==> src/cbrf_pkg.sv <==
// constants for the banked cpu register file
// assumes a 32-bit core with one clock and a synchronous active-low reset
`default_nettype none
package cbrf_pkg;
    localparam int unsigned DATA_W      = 32;
    localparam int unsigned REG_IDX_W   = 4;
    localparam int unsigned BANK_IDX_W  = 3;
    localparam int unsigned BANK_DEPTH  = 8;
    localparam int unsigned HIGH_DEPTH  = 8;
    localparam logic [2:0]  INDEX_REG   = 3'h0;

    // status word layout
    localparam int unsigned MD_BIT      = 30;
    localparam int unsigned RB_BIT      = 29;
    localparam int unsigned BL_BIT      = 28;
    localparam logic [31:0] STATUS_RESET = 32'h700000f0;
    localparam logic [31:0] STATUS_WMASK = 32'h700003f3;

    localparam logic [31:0] PC_RESET    = 32'ha0000000;
    localparam logic [31:0] VBR_RESET   = 32'h00000000;
    localparam logic [31:0] INSTR_BYTES = 32'h00000002;
    localparam logic [31:0] PC_AHEAD    = 32'h00000004;

    // system register select
    localparam logic [1:0]  SYS_ACC_HIGH = 2'h0;
    localparam logic [1:0]  SYS_ACC_LOW  = 2'h1;
    localparam logic [1:0]  SYS_PROC_RET = 2'h2;
    localparam logic [1:0]  SYS_PROG_CNT = 2'h3;

    // control register select; 8..15 reach the non-selected bank
    localparam logic [3:0]  CTL_STATUS      = 4'h0;
    localparam logic [3:0]  CTL_SAVED_STAT  = 4'h1;
    localparam logic [3:0]  CTL_SAVED_PC    = 4'h2;
    localparam logic [3:0]  CTL_GLOBAL_BASE = 4'h3;
    localparam logic [3:0]  CTL_VECTOR_BASE = 4'h4;
    localparam int unsigned CTL_BANK_BIT    = 3;
endpackage
`default_nettype wire

==> src/cbrf_bank.sv <==
// one bank of general registers, one write port, three indexed read ports and a fixed read of entry 0
// assumes the caller never writes a bank from two sources in one cycle
`timescale 1ns/10ps
`default_nettype none
module cbrf_bank #(
    parameter int unsigned DEPTH = 8,
    parameter int unsigned AW    = 3
) (
    input  wire logic          clk_i,
    input  wire logic          we_i,
    input  wire logic [AW-1:0] widx_i,
    input  wire logic [31:0]   wdata_i,
    input  wire logic [AW-1:0] ridx_a_i,
    input  wire logic [AW-1:0] ridx_b_i,
    input  wire logic [AW-1:0] ridx_c_i,
    output logic      [31:0]   rdata_a_o,
    output logic      [31:0]   rdata_b_o,
    output logic      [31:0]   rdata_c_o,
    output logic      [31:0]   rdata_r0_o
);
    logic [31:0] mem [DEPTH];

    // no reset: contents are undefined after reset
    always_ff @(posedge clk_i) begin
        if (we_i) begin
            mem[widx_i] <= wdata_i;
        end
    end

    assign rdata_a_o  = mem[ridx_a_i];
    assign rdata_b_o  = mem[ridx_b_i];
    assign rdata_c_o  = mem[ridx_c_i];
    assign rdata_r0_o = mem[0];
endmodule // cbrf_bank
`default_nettype wire

==> src/cbrf_regfile.sv <==
// architectural register set of the core: general, system and control registers
// assumes decode/execute logic drives the request ports synchronously to sys_clk_i
`timescale 1ns/10ps
`default_nettype none
module cbrf_regfile (
    input  wire logic        sys_clk_i,
    input  wire logic        rst_n_i,
    // general register ports
    input  wire logic [3:0]  rd_a_idx_i,
    input  wire logic [3:0]  rd_b_idx_i,
    input  wire logic        gen_we_i,
    input  wire logic [3:0]  gen_wr_idx_i,
    input  wire logic [31:0] gen_wr_data_i,
    output logic      [31:0] rd_a_data_o,
    output logic      [31:0] rd_b_data_o,
    output logic      [31:0] index_data_o,
    // system register transfers
    input  wire logic        sys_we_i,
    input  wire logic        sys_re_i,
    input  wire logic [1:0]  sys_sel_i,
    input  wire logic [31:0] sys_wdata_i,
    output logic      [31:0] sys_rdata_o,
    // control register transfers
    input  wire logic        ctl_we_i,
    input  wire logic        ctl_re_i,
    input  wire logic [3:0]  ctl_sel_i,
    input  wire logic [31:0] ctl_wdata_i,
    output logic      [31:0] ctl_rdata_o,
    output logic             ctl_fault_o,
    // execution side updates
    input  wire logic        mac_we_i,
    input  wire logic [31:0] mac_high_i,
    input  wire logic [31:0] mac_low_i,
    input  wire logic        pr_we_i,
    input  wire logic [31:0] pr_wdata_i,
    input  wire logic        pc_advance_i,
    input  wire logic        pc_load_i,
    input  wire logic [31:0] pc_target_i,
    input  wire logic        exc_take_i,
    input  wire logic [31:0] exc_target_i,
    input  wire logic        exc_return_i,
    // state seen by the core
    output logic      [31:0] pc_o,
    output logic      [31:0] status_o,
    output logic      [31:0] global_base_o,
    output logic      [31:0] vector_base_o
);
    ////////////////////////////////////////////////////////////////////////////
    logic [31:0] pc_reg;
    logic [31:0] status_reg;
    logic [31:0] saved_status_reg;
    logic [31:0] saved_pc_reg;
    logic [31:0] global_base_reg;
    logic [31:0] vector_base_reg;
    logic [31:0] acc_high_reg;
    logic [31:0] acc_low_reg;
    logic [31:0] proc_ret_reg;
    logic [31:0] high_regs [cbrf_pkg::HIGH_DEPTH];

    logic [31:0] rd_a_reg;
    logic [31:0] rd_b_reg;
    logic [31:0] index_reg;
    logic [31:0] sys_rdata_reg;
    logic [31:0] ctl_rdata_reg;
    logic        ctl_fault_reg;

    logic        priv_mode;
    logic        bank_cur;
    logic        ctl_ok;
    logic        ctl_wr_ok;
    logic        alt_we;
    logic        gen_lo_we;
    logic        gen_hi_we;
    logic        bank0_we;
    logic        bank1_we;
    logic [2:0]  bank0_widx;
    logic [2:0]  bank1_widx;
    logic [31:0] b0_a;
    logic [31:0] b0_b;
    logic [31:0] b0_c;
    logic [31:0] b0_r0;
    logic [31:0] b1_a;
    logic [31:0] b1_b;
    logic [31:0] b1_c;
    logic [31:0] b1_r0;
    logic [31:0] rd_a_next;
    logic [31:0] rd_b_next;
    logic [31:0] index_next;
    logic [31:0] alt_rdata;
    logic [31:0] ctl_rdata_next;
    logic [31:0] sys_rdata_next;

    ////////////////////////////////////////////////////////////////////////////
    // bank steering
    assign priv_mode = status_reg[cbrf_pkg::MD_BIT];
    // user mode always sees bank zero
    assign bank_cur  = priv_mode & status_reg[cbrf_pkg::RB_BIT];
    assign ctl_ok    = priv_mode | (ctl_sel_i == cbrf_pkg::CTL_GLOBAL_BASE);
    assign ctl_wr_ok = ctl_we_i & ctl_ok;
    assign alt_we    = ctl_wr_ok & ctl_sel_i[cbrf_pkg::CTL_BANK_BIT];
    assign gen_lo_we = gen_we_i & ~gen_wr_idx_i[3];
    assign gen_hi_we = gen_we_i & gen_wr_idx_i[3];

    // a general write goes to the current bank and a control write to the
    // other one, so a bank never sees two writers in one cycle
    always_comb begin
        bank0_we   = (gen_lo_we & ~bank_cur) | (alt_we & bank_cur);
        bank1_we   = (gen_lo_we & bank_cur) | (alt_we & ~bank_cur);
        bank0_widx = (gen_lo_we & ~bank_cur) ? gen_wr_idx_i[2:0] : ctl_sel_i[2:0];
        bank1_widx = (gen_lo_we & bank_cur) ? gen_wr_idx_i[2:0] : ctl_sel_i[2:0];
    end

    cbrf_bank #(
        .DEPTH (cbrf_pkg::BANK_DEPTH),
        .AW    (cbrf_pkg::BANK_IDX_W)
    ) u_bank_zero (
        .clk_i      (sys_clk_i),
        .we_i       (bank0_we),
        .widx_i     (bank0_widx),
        .wdata_i    (alt_we & bank_cur & ~(gen_lo_we & ~bank_cur) ? ctl_wdata_i
                                                                   : gen_wr_data_i),
        .ridx_a_i   (rd_a_idx_i[2:0]),
        .ridx_b_i   (rd_b_idx_i[2:0]),
        .ridx_c_i   (ctl_sel_i[2:0]),
        .rdata_a_o  (b0_a),
        .rdata_b_o  (b0_b),
        .rdata_c_o  (b0_c),
        .rdata_r0_o (b0_r0)
    );

    cbrf_bank #(
        .DEPTH (cbrf_pkg::BANK_DEPTH),
        .AW    (cbrf_pkg::BANK_IDX_W)
    ) u_bank_one (
        .clk_i      (sys_clk_i),
        .we_i       (bank1_we),
        .widx_i     (bank1_widx),
        .wdata_i    (alt_we & ~bank_cur & ~(gen_lo_we & bank_cur) ? ctl_wdata_i
                                                                   : gen_wr_data_i),
        .ridx_a_i   (rd_a_idx_i[2:0]),
        .ridx_b_i   (rd_b_idx_i[2:0]),
        .ridx_c_i   (ctl_sel_i[2:0]),
        .rdata_a_o  (b1_a),
        .rdata_b_o  (b1_b),
        .rdata_c_o  (b1_c),
        .rdata_r0_o (b1_r0)
    );

    // upper eight general registers, shared by both modes, not reset
    always_ff @(posedge sys_clk_i) begin
        if (gen_hi_we) begin
            high_regs[gen_wr_idx_i[2:0]] <= gen_wr_data_i;
        end
    end

    ////////////////////////////////////////////////////////////////////////////
    // general read ports, registered: data appears the cycle after the index
    always_comb begin
        rd_a_next  = rd_a_idx_i[3] ? high_regs[rd_a_idx_i[2:0]]
                                   : (bank_cur ? b1_a : b0_a);
        rd_b_next  = rd_b_idx_i[3] ? high_regs[rd_b_idx_i[2:0]]
                                   : (bank_cur ? b1_b : b0_b);
        // dedicated path for the index / fixed-operand register
        index_next = bank_cur ? b1_r0 : b0_r0;
        alt_rdata  = bank_cur ? b0_c : b1_c;
    end

    always_ff @(posedge sys_clk_i) begin
        rd_a_reg  <= rd_a_next;
        rd_b_reg  <= rd_b_next;
        index_reg <= index_next;
    end

    ////////////////////////////////////////////////////////////////////////////
    // program counter; held four bytes ahead of the executing instruction
    always_ff @(posedge sys_clk_i) begin
        if (!rst_n_i) begin
            pc_reg <= cbrf_pkg::PC_RESET;
        end else if (exc_take_i) begin
            pc_reg <= exc_target_i;
        end else if (exc_return_i) begin
            pc_reg <= saved_pc_reg;
        end else if (pc_load_i) begin
            pc_reg <= pc_target_i;
        end else if (pc_advance_i) begin
            pc_reg <= pc_reg + cbrf_pkg::INSTR_BYTES;
        end
    end

    ////////////////////////////////////////////////////////////////////////////
    // status word; exception entry beats any software write in the same cycle
    always_ff @(posedge sys_clk_i) begin
        if (!rst_n_i) begin
            status_reg <= cbrf_pkg::STATUS_RESET;
        end else if (exc_take_i) begin
            status_reg <= status_reg | cbrf_pkg::STATUS_RESET
                          & ~cbrf_pkg::STATUS_WMASK
                          | (32'h1 << cbrf_pkg::MD_BIT)
                          | (32'h1 << cbrf_pkg::RB_BIT)
                          | (32'h1 << cbrf_pkg::BL_BIT);
        end else if (exc_return_i) begin
            status_reg <= saved_status_reg & cbrf_pkg::STATUS_WMASK;
        end else if (ctl_wr_ok && ctl_sel_i == cbrf_pkg::CTL_STATUS) begin
            status_reg <= ctl_wdata_i & cbrf_pkg::STATUS_WMASK;
        end
    end

    // saved state, not reset
    always_ff @(posedge sys_clk_i) begin
        if (exc_take_i) begin
            saved_status_reg <= status_reg;
            saved_pc_reg     <= pc_reg;
        end else begin
            if (ctl_wr_ok && ctl_sel_i == cbrf_pkg::CTL_SAVED_STAT) begin
                saved_status_reg <= ctl_wdata_i;
            end
            if (ctl_wr_ok && ctl_sel_i == cbrf_pkg::CTL_SAVED_PC) begin
                saved_pc_reg <= ctl_wdata_i;
            end
        end
    end

    always_ff @(posedge sys_clk_i) begin
        if (ctl_wr_ok && ctl_sel_i == cbrf_pkg::CTL_GLOBAL_BASE) begin
            global_base_reg <= ctl_wdata_i;
        end
    end

    always_ff @(posedge sys_clk_i) begin
        if (!rst_n_i) begin
            vector_base_reg <= cbrf_pkg::VBR_RESET;
        end else if (ctl_wr_ok && ctl_sel_i == cbrf_pkg::CTL_VECTOR_BASE) begin
            vector_base_reg <= ctl_wdata_i;
        end
    end

    ////////////////////////////////////////////////////////////////////////////
    // system registers; the multiplier's own result wins over a software load
    always_ff @(posedge sys_clk_i) begin
        if (mac_we_i) begin
            acc_high_reg <= mac_high_i;
            acc_low_reg  <= mac_low_i;
        end else if (sys_we_i && sys_sel_i == cbrf_pkg::SYS_ACC_HIGH) begin
            acc_high_reg <= sys_wdata_i;
        end else if (sys_we_i && sys_sel_i == cbrf_pkg::SYS_ACC_LOW) begin
            acc_low_reg <= sys_wdata_i;
        end
    end

    always_ff @(posedge sys_clk_i) begin
        if (pr_we_i) begin
            proc_ret_reg <= pr_wdata_i;
        end else if (sys_we_i && sys_sel_i == cbrf_pkg::SYS_PROC_RET) begin
            proc_ret_reg <= sys_wdata_i;
        end
    end

    ////////////////////////////////////////////////////////////////////////////
    // store-side read data, registered
    always_comb begin
        case (sys_sel_i)
            cbrf_pkg::SYS_ACC_HIGH: sys_rdata_next = acc_high_reg;
            cbrf_pkg::SYS_ACC_LOW:  sys_rdata_next = acc_low_reg;
            cbrf_pkg::SYS_PROC_RET: sys_rdata_next = proc_ret_reg;
            default:                sys_rdata_next = pc_reg;
        endcase
    end

    always_comb begin
        if (ctl_sel_i[cbrf_pkg::CTL_BANK_BIT]) begin
            ctl_rdata_next = alt_rdata;
        end else if (ctl_sel_i == cbrf_pkg::CTL_STATUS) begin
            ctl_rdata_next = status_reg;
        end else if (ctl_sel_i == cbrf_pkg::CTL_SAVED_STAT) begin
            ctl_rdata_next = saved_status_reg;
        end else if (ctl_sel_i == cbrf_pkg::CTL_SAVED_PC) begin
            ctl_rdata_next = saved_pc_reg;
        end else if (ctl_sel_i == cbrf_pkg::CTL_GLOBAL_BASE) begin
            ctl_rdata_next = global_base_reg;
        end else if (ctl_sel_i == cbrf_pkg::CTL_VECTOR_BASE) begin
            ctl_rdata_next = vector_base_reg;
        end else begin
            ctl_rdata_next = '0;
        end
    end

    always_ff @(posedge sys_clk_i) begin
        if (!rst_n_i) begin
            sys_rdata_reg <= '0;
            ctl_rdata_reg <= '0;
            ctl_fault_reg <= 1'b0;
        end else begin
            if (sys_re_i) begin
                sys_rdata_reg <= sys_rdata_next;
            end
            // a refused access leaves the old read data in place
            if (ctl_re_i && ctl_ok) begin
                ctl_rdata_reg <= ctl_rdata_next;
            end
            ctl_fault_reg <= (ctl_re_i | ctl_we_i) & ~ctl_ok;
        end
    end

    ////////////////////////////////////////////////////////////////////////////
    assign rd_a_data_o   = rd_a_reg;
    assign rd_b_data_o   = rd_b_reg;
    assign index_data_o  = index_reg;
    assign sys_rdata_o   = sys_rdata_reg;
    assign ctl_rdata_o   = ctl_rdata_reg;
    assign ctl_fault_o   = ctl_fault_reg;
    assign pc_o          = pc_reg;
    assign status_o      = status_reg;
    assign global_base_o = global_base_reg;
    assign vector_base_o = vector_base_reg;

    ////////////////////////////////////////////////////////////////////////////
    a_pc_reset_value: assert property (@(posedge sys_clk_i)
        !rst_n_i |=> pc_reg == cbrf_pkg::PC_RESET)
        else $error("pc not at start address after reset");

    a_vbr_reset_zero: assert property (@(posedge sys_clk_i)
        !rst_n_i |=> vector_base_reg == cbrf_pkg::VBR_RESET)
        else $error("vector base not cleared by reset");

    a_exc_saves_pc: assert property (@(posedge sys_clk_i) disable iff (!rst_n_i)
        exc_take_i |=> saved_pc_reg == $past(pc_reg))
        else $error("saved pc differs from pc at exception");

    a_exc_saves_status: assert property (@(posedge sys_clk_i) disable iff (!rst_n_i)
        exc_take_i |=> saved_status_reg == $past(status_reg))
        else $error("saved status differs from status at exception");

    a_exc_forces_mode: assert property (@(posedge sys_clk_i) disable iff (!rst_n_i)
        exc_take_i |=> status_o[cbrf_pkg::MD_BIT] && status_o[cbrf_pkg::RB_BIT]
                       && bank_cur)
        else $error("exception did not force privileged mode and bank one");

    a_rte_restores_pc: assert property (@(posedge sys_clk_i) disable iff (!rst_n_i)
        exc_return_i && !exc_take_i |=> pc_o == $past(saved_pc_reg))
        else $error("exception return did not restore pc");

    a_user_ctl_fault: assert property (@(posedge sys_clk_i) disable iff (!rst_n_i)
        (ctl_we_i || ctl_re_i) && !priv_mode
        && ctl_sel_i != cbrf_pkg::CTL_GLOBAL_BASE |=> ctl_fault_o)
        else $error("user access to control register not refused");

    a_gbr_user_write: assert property (@(posedge sys_clk_i) disable iff (!rst_n_i)
        ctl_we_i && ctl_sel_i == cbrf_pkg::CTL_GLOBAL_BASE
        |=> global_base_o == $past(ctl_wdata_i) && !ctl_fault_o)
        else $error("global base write lost");

    a_pc_step_size: assert property (@(posedge sys_clk_i) disable iff (!rst_n_i)
        pc_advance_i && !pc_load_i && !exc_take_i && !exc_return_i
        |=> pc_o == $past(pc_reg) + cbrf_pkg::INSTR_BYTES)
        else $error("pc step wrong");

    a_index_follows: assert property (@(posedge sys_clk_i) disable iff (!rst_n_i)
        gen_we_i && gen_wr_idx_i == {1'b0, cbrf_pkg::INDEX_REG} ##1 $stable(bank_cur)
        |=> index_data_o == $past(gen_wr_data_i, 2))
        else $error("index register output misses a write to register zero");
endmodule // cbrf_regfile
`default_nettype wire

==> config.mk <==
export PLATFORM = sky130hd
export DESIGN_NAME = cbrf_regfile
export DESIGN_NICKNAME = d
export VERILOG_FILES = /design/src/cbrf_pkg.sv /design/src/cbrf_bank.sv /design/src/cbrf_regfile.sv
export SDC_FILE = /design/constraint.sdc
export NUM_CORES = 2
export LEC_CHECK = 0
export BUFFER_PORTS_ARGS = -buffer_cell sky130_fd_sc_hd__clkbuf_2
export CORE_MARGIN = 2
export CORE_UTILIZATION = 61
export CTS_CLUSTER_DIAMETER = 80
export DETAILED_ROUTE_END_ITERATION = 7
export PLACE_DENSITY_LB_ADDON = 0.15
export SKIP_CTS_REPAIR_TIMING = 1
export SLEW_MARGIN = 20
export SYNTH_ARGS = -nofsm -noshare
export SYNTH_HDL_FRONTEND = slang
export SYNTH_SLANG_ARGS = --single-unit
==> constraint.sdc <==
create_clock -name sys_clk_i -period 9.1 [get_ports sys_clk_i]
set_clock_uncertainty 0.15 [all_clocks]
set_input_delay 0.91 -clock sys_clk_i [delete_from_list [all_inputs] [get_ports sys_clk_i]]
set_output_delay 0.91 -clock sys_clk_i [all_outputs]
set_load 0.01 [all_outputs]
# Yosys cells after proc, flatten, opt, wreduce, memory -nomap -nowiden
# Memory sizes are Yosys's and may differ from the RTL's.
# Cells that the tools add are included.
# W data, S select, Z words.
[totals] regBits=449 ram_bits=768 input_bits=287 output_inout_bits=289 word_cells=111 memories=3
[classes] addsub=1 n_eq_ne=7 n_mux=40 n_bitwise=23 reduce_logical=21
[memory_table] name="high_regs" words=8 width=32 read_ports=2 rd_ports_with_merged_regs=0 write_ports=1 line_no="cbrf_regfile.sv:58" text="logic [31:0] high_regs [cbrf_pkg::HIGH_DEPTH];"
[memory_table] name="u_bank_one.mem" words=8 width=32 read_ports=4 rd_ports_with_merged_regs=0 write_ports=1 line_no="cbrf_bank.sv:21" text="logic [31:0] mem [DEPTH];"
[memory_table] name="u_bank_zero.mem" words=8 width=32 read_ports=4 rd_ports_with_merged_regs=0 write_ports=1 line_no="cbrf_bank.sv:21"
[op_table] cell="$mux W32" count=31
[op_table] cell="$pmux W32 S3" count=1
[op_table] cell="$add A32 B2 Y32 const B" count=1
[op_table] cell="$and A1 B1 Y1" count=12
[op_table] cell="$reduce_bool A2 Y1" count=6
[op_table] cell="$logic_and A1 B1 Y1" count=9
[op_table] cell="$eq A4 B2 Y1 const B" count=2
[op_table] cell="$not A1 Y1" count=7
[op_table] cell="$mux W1" count=6
[op_table] cell="$mux W3" count=2
[op_table] cell="$eq A4 B1 Y1 const B" count=1
[op_table] cell="$eq A4 B3 Y1 const B" count=1
[op_table] cell="$logic_not A4 Y1" count=1
[op_table] cell="$or A1 B1 Y1" count=4
[op_table] cell="$reduce_and A2 Y1" count=2
[op_table] cell="$reduce_bool A4 Y1" count=1
[op_table] cell="$eq A2 B1 Y1 const B" count=1
[op_table] cell="$eq A2 B2 Y1 const B" count=1
[op_table] cell="$logic_not A2 Y1" count=1
[op_table] cell="$ne A2 B2 Y1 const B" count=1
[op_table] cell="$reduce_or A2 Y1" count=1

# Depth between registers and ports, before layout
[depth] depth_word=8 mapped_depth=9 depth_no_buf=6

# Modules after synthesis
# Synthesis repeated with hierarchy kept, for this count alone.
[unflattened] hier_cells=3743 hier_area_um2=60282.8
[by_module_without_submodules] module="cbrf_regfile" n_inst=1 cells_per_inst=2521 area_per_inst_um2=32276.0 seq_area_each_um2=18177.4
[by_module_without_submodules] module="cbrf_bank" n_inst=2 cells_per_inst=611 area_per_inst_um2=14003.4 seq_area_each_um2=7687.4

# Least setup slack after synthesis
# No wires, ideal clock.
[synth_timing] path_kind="flip-flop to flip-flop" start="reg status_reg[29], in the netlist status_o[29]" end="mem u_bank_zero.mem[4][0] (enable)" setup_ps=472 t_arrival_ps=3900 required_ps=8478 path_slack_ps=4578 path_stages_with_launch=7 path_buffers=3 synth_period_minus_slack_ps=4522 path_cell_list="dfxtp_1 > clkbuf_1 > nand2_1 > clkbuf_1 > clkbuf_1 > nand3_1 > o32ai_1"
[synth_between] elab_chain_len=6 word_cells_on_any_way=8 cone_classes="mux (3); bitwise (5)"
[synth_lines] item="from (decl)" line_no="cbrf_regfile.sv:50" text="logic [31:0] status_reg;"
[synth_lines] item="from (signal assigned)" line_no="cbrf_regfile.sv:194" text="status_reg <= cbrf_pkg::STATUS_RESET;"
[synth_lines] item="from (signal assigned)" line_no="cbrf_regfile.sv:196" text="status_reg <= status_reg | cbrf_pkg::STATUS_RESET"
[synth_lines] item="from (signal assigned)" line_no="cbrf_regfile.sv:202" text="status_reg <= saved_status_reg & cbrf_pkg::STATUS_WMASK;"
[synth_lines] item="$and A1 B1 Y1 (*)" line_no="cbrf_regfile.sv:97" text="assign bank_cur = priv_mode & status_reg[cbrf_pkg::RB_BIT];"
[synth_lines] item="$not A1 Y1" line_no="cbrf_regfile.sv:107, cbrf_regfile.sv:109"
[synth_lines] item="$and A1 B1 Y1" line_no="cbrf_regfile.sv:107, cbrf_regfile.sv:109"
[synth_lines] item="$or A1 B1 Y1" line_no="cbrf_regfile.sv:107" text="bank0_we = (gen_lo_we & ~bank_cur) | (alt_we & bank_cur);"
[synth_lines] item="$mux W1" line_no="cbrf_bank.sv:25" text="if (we_i) begin"
[synth_lines] item="$mux W1 (not written as such)" line_no="cbrf_bank.sv:26" text="mem[widx_i] <= wdata_i;"
[synth_lines] item="to (decl)" line_no="cbrf_bank.sv:21"
# Every way passes the cells marked *; elsewhere a longest branch is shown, timed or not.

# Worst setup path after layout
[layout_timing] start="reg status_reg[30], in the netlist status_o[30]" end="mem u_bank_zero.mem[6][19] (enable)"
[layout_between] elab_chain_len=7 word_cells_on_any_way=11 cone_classes="mux (3); bitwise (8)"
[layout_lines] item="$or A1 B1 Y1" line_no="cbrf_regfile.sv:98" text="assign ctl_ok = priv_mode | (ctl_sel_i == cbrf_pkg::CTL_GLOBAL_BASE);"
[layout_lines] item="$and A1 B1 Y1" line_no="cbrf_regfile.sv:99" text="assign ctl_wr_ok = ctl_we_i & ctl_ok;"
[layout_lines] item="$and A1 B1 Y1" line_no="cbrf_regfile.sv:100" text="assign alt_we = ctl_wr_ok & ctl_sel_i[cbrf_pkg::CTL_BANK_BIT];"
[layout_lines] item="$and A1 B1 Y1" line_no="cbrf_regfile.sv:107"
[layout_lines] item="$or A1 B1 Y1" line_no="cbrf_regfile.sv:107"
[layout_lines] item="$mux W1" line_no="cbrf_bank.sv:25"
[layout_lines] item="$mux W1 (not written as such)" line_no="cbrf_bank.sv:26"
# Several ways; a longest one is shown, not always the timed one.

==> results.json <==
{
  "status": "completed",
  "fillers": 6296,
  "avgSynthCellArea_um2": 14.2,
  "rsz0062_at_grt": "no",
  "leakagePower_uw": 0.0242,
  "yosysUniqueCellTypes": 78,
  "required_ns": 9.33,
  "synthArstFlopShare_pct": 0,
  "vias": 42500,
  "final_net_count": 4832,
  "drc": 0,
  "std_cell_rows": 113,
  "relSlewSlack_pct": 22.9,
  "drtIter0Drc": 7218,
  "synth-edff-count": 960,
  "area_growth_pct": 13.9,
  "setup_tns_ns": 0,
  "antenna_found_initial": 26,
  "route.top_layer_used": "met5",
  "crit_fanout": 26,
  "ys.flop_type": "edfxtp_1",
  "routed_wl_um": 201000,
  "yosys-top-cells-area": "edfxtp_1, mux4_2, dfxtp_1",
  "hold_class": "primary input to register",
  "ios": 576,
  "gr-total-overflow": 0,
  "max-vdd-ir-drop_v": 0.000174,
  "seqCellArea_mm2": 0.0336,
  "wl_met2_um": 88500,
  "arrival_ns": 4.47,
  "synth_top_area_share_pct": 49.1,
  "fmax_ghz": 0.236,
  "fin_area_mm2": 0.0668,
  "seq_area_frac_synth_pct": 57.2,
  "vias_per_cell": 7.17,
  "drtPass1Iterations": 7,
  "drt-wirelength-per-cell_um": 33.8,
  "synth_common_cells": "edfxtp_1, nand2_1, mux4_2",
  "place.gp.congestion": 0.976,
  "syn_inst": 4120,
  "die_area_mm2": 0.0987,
  "synth_most_common_cell": "edfxtp_1",
  "grt.total_usage_pct": 40.8,
  "grt_pass1_vias": 40600,
  "cap_violations": 0,
  "core_mm2": 0.0952,
  "ys_warn_count": 0,
  "netlist_area_mm2": 0.0587,
  "drv_slew": 0,
  "report.final.hold_viol_count": 0,
  "path_clk_slew_ns": 0.06,
  "final-setup-viol-count": 0,
  "met1_length_um": 68400,
  "grt_start_max_net_pins": 101,
  "cts-root-buf": "clkbuf_16",
  "drive_gt1_share_pct": 32.7,
  "ys_ff_latch": 1196,
  "cts_tree": "built",
  "endpoint_kind": "register",
  "portBuffers": 554,
  "place_hpwl_um": 132000,
  "clkSinkCount": 1196,
  "fin_crit_ns": 4.24,
  "multiInputGateArea_mm2": 0.0238,
  "grt_pass1_wl_um": 286000,
  "synth_area_leader_cell": "edfxtp_1",
  "antenna_left": 0,
  "period_share_pct": 46.6,
  "dr_wl_met3_um": 33000,
  "p_per_area_mw_per_mm2": 198,
  "die_h_um": 314,
  "initial_utilization_pct": 61.7,
  "dpl_cell_area_mm2": 0.0624,
  "die_width_um": 314,
  "cts_buffers": 130,
  "tightest_slew_ns": 1.15,
  "cts_max_level": 4,
  "cts_buffer_depth": 3,
  "start_kind": "register",
  "clk_latency_ns": 0.76,
  "critPathKind": "register to register"
}
-- per-layer routing --
metal / vias to the layer above / GRT usage (%)
met3: 612 / 16.1
met5: - / 1.21
met4: 26 / 18.6
li1: 17000 / -
met1: 21200 / 54.5
met2: 3698 / 59.5
-- worst paths after layout --
kind                                  startpoint                          endpoint  slack (ns)  depth (start not counted)
setup / recovery       status_o[30]$_SDFFE_PP1P_  u_bank_zero.mem[6][19]$_DFFE_PP_        4.86                          4
setup reg to reg       status_o[30]$_SDFFE_PP1P_  u_bank_zero.mem[6][19]$_DFFE_PP_        4.86                          4
hold reg to reg   vector_base_o[11]$_SDFFE_PN0P_    vector_base_o[11]$_SDFFE_PN0P_        0.33                          2
hold / removal                   exc_target_i[0]              pc_o[0]$_SDFFE_PN0P_        0.24                          3
-- placed cells by master, fill, tap and decap left out, drive strengths merged, types with 29 or more instances in the layout --
cell / instances
a21oi: 357
a22oi: 40
and3: 29
buf: 85
clkbuf: 734
clkinv: 37
dfxtp: 236
edfxtp: 960
mux2: 92
mux2i: 140
mux4: 534
nand2: 779
nand2b: 50
nor2: 97
nor2b: 30
o21ai: 64
o22ai: 33
-- cell type report --
class                      count  share of cell area, %
antenna                       17                 0.0637
clock buffer                 188                   5.60
clock inverter                52                  0.878
inverter                      10                 0.0562
multi-input combinational   2575                   35.7
sequential                  1196                   50.2
tap                         1265                   2.37
timing repair buffer         631                   5.16
-- worst max-delay path, stage by stage (launching register included) --
cell     delay (ns)
dfxtp_1        0.75
and3_2         0.96
nand2_1        0.76
o22ai_4        0.59
buf_4          0.62
-- cells by family after synthesis --
| kind of cell | synth area share, % |
|---|---|
| other cells | 0.00639 |
| simple gates | 8.12 |
| flops | 57.2 |
| fa+ha+maj | 0.0213 |
| buf+inv | 2.83 |
| compound gates | 6.96 |
| mux | 24.7 |
| xor+xnor | 0.224 |
-- where the power goes --
part	leakage [uW]	switching (uW)	total, uW	internal [uW]
registers	0.0108	164	6320	6160
logic	0.0113	951	1550	600
clock network	0.00211	2200	5330	3130
total	0.0242	3320	13200	9890
-- stage by stage --
stage / hold WS, ns / utilization (%) / power [uW] / setup slack, ns / instances
after detailed placement: 0.318 / 65.6 / 7930 / 4.46 / 5677
after CTS: 0.219 / 70.2 / 13200 / 5.05 / 5917
final: 0.241 / 70.2 / 13200 / 4.86 / 5934
after global placement: 0.309 / 65.6 / 7900 / 4.51 / 5677
after floorplan: 0.304 / - / 7300 / 4.58 / 4140
after global routing: 0.255 / 70.2 / 13500 / 4.91 / 5930
Power figures use the tool's default switching activity.
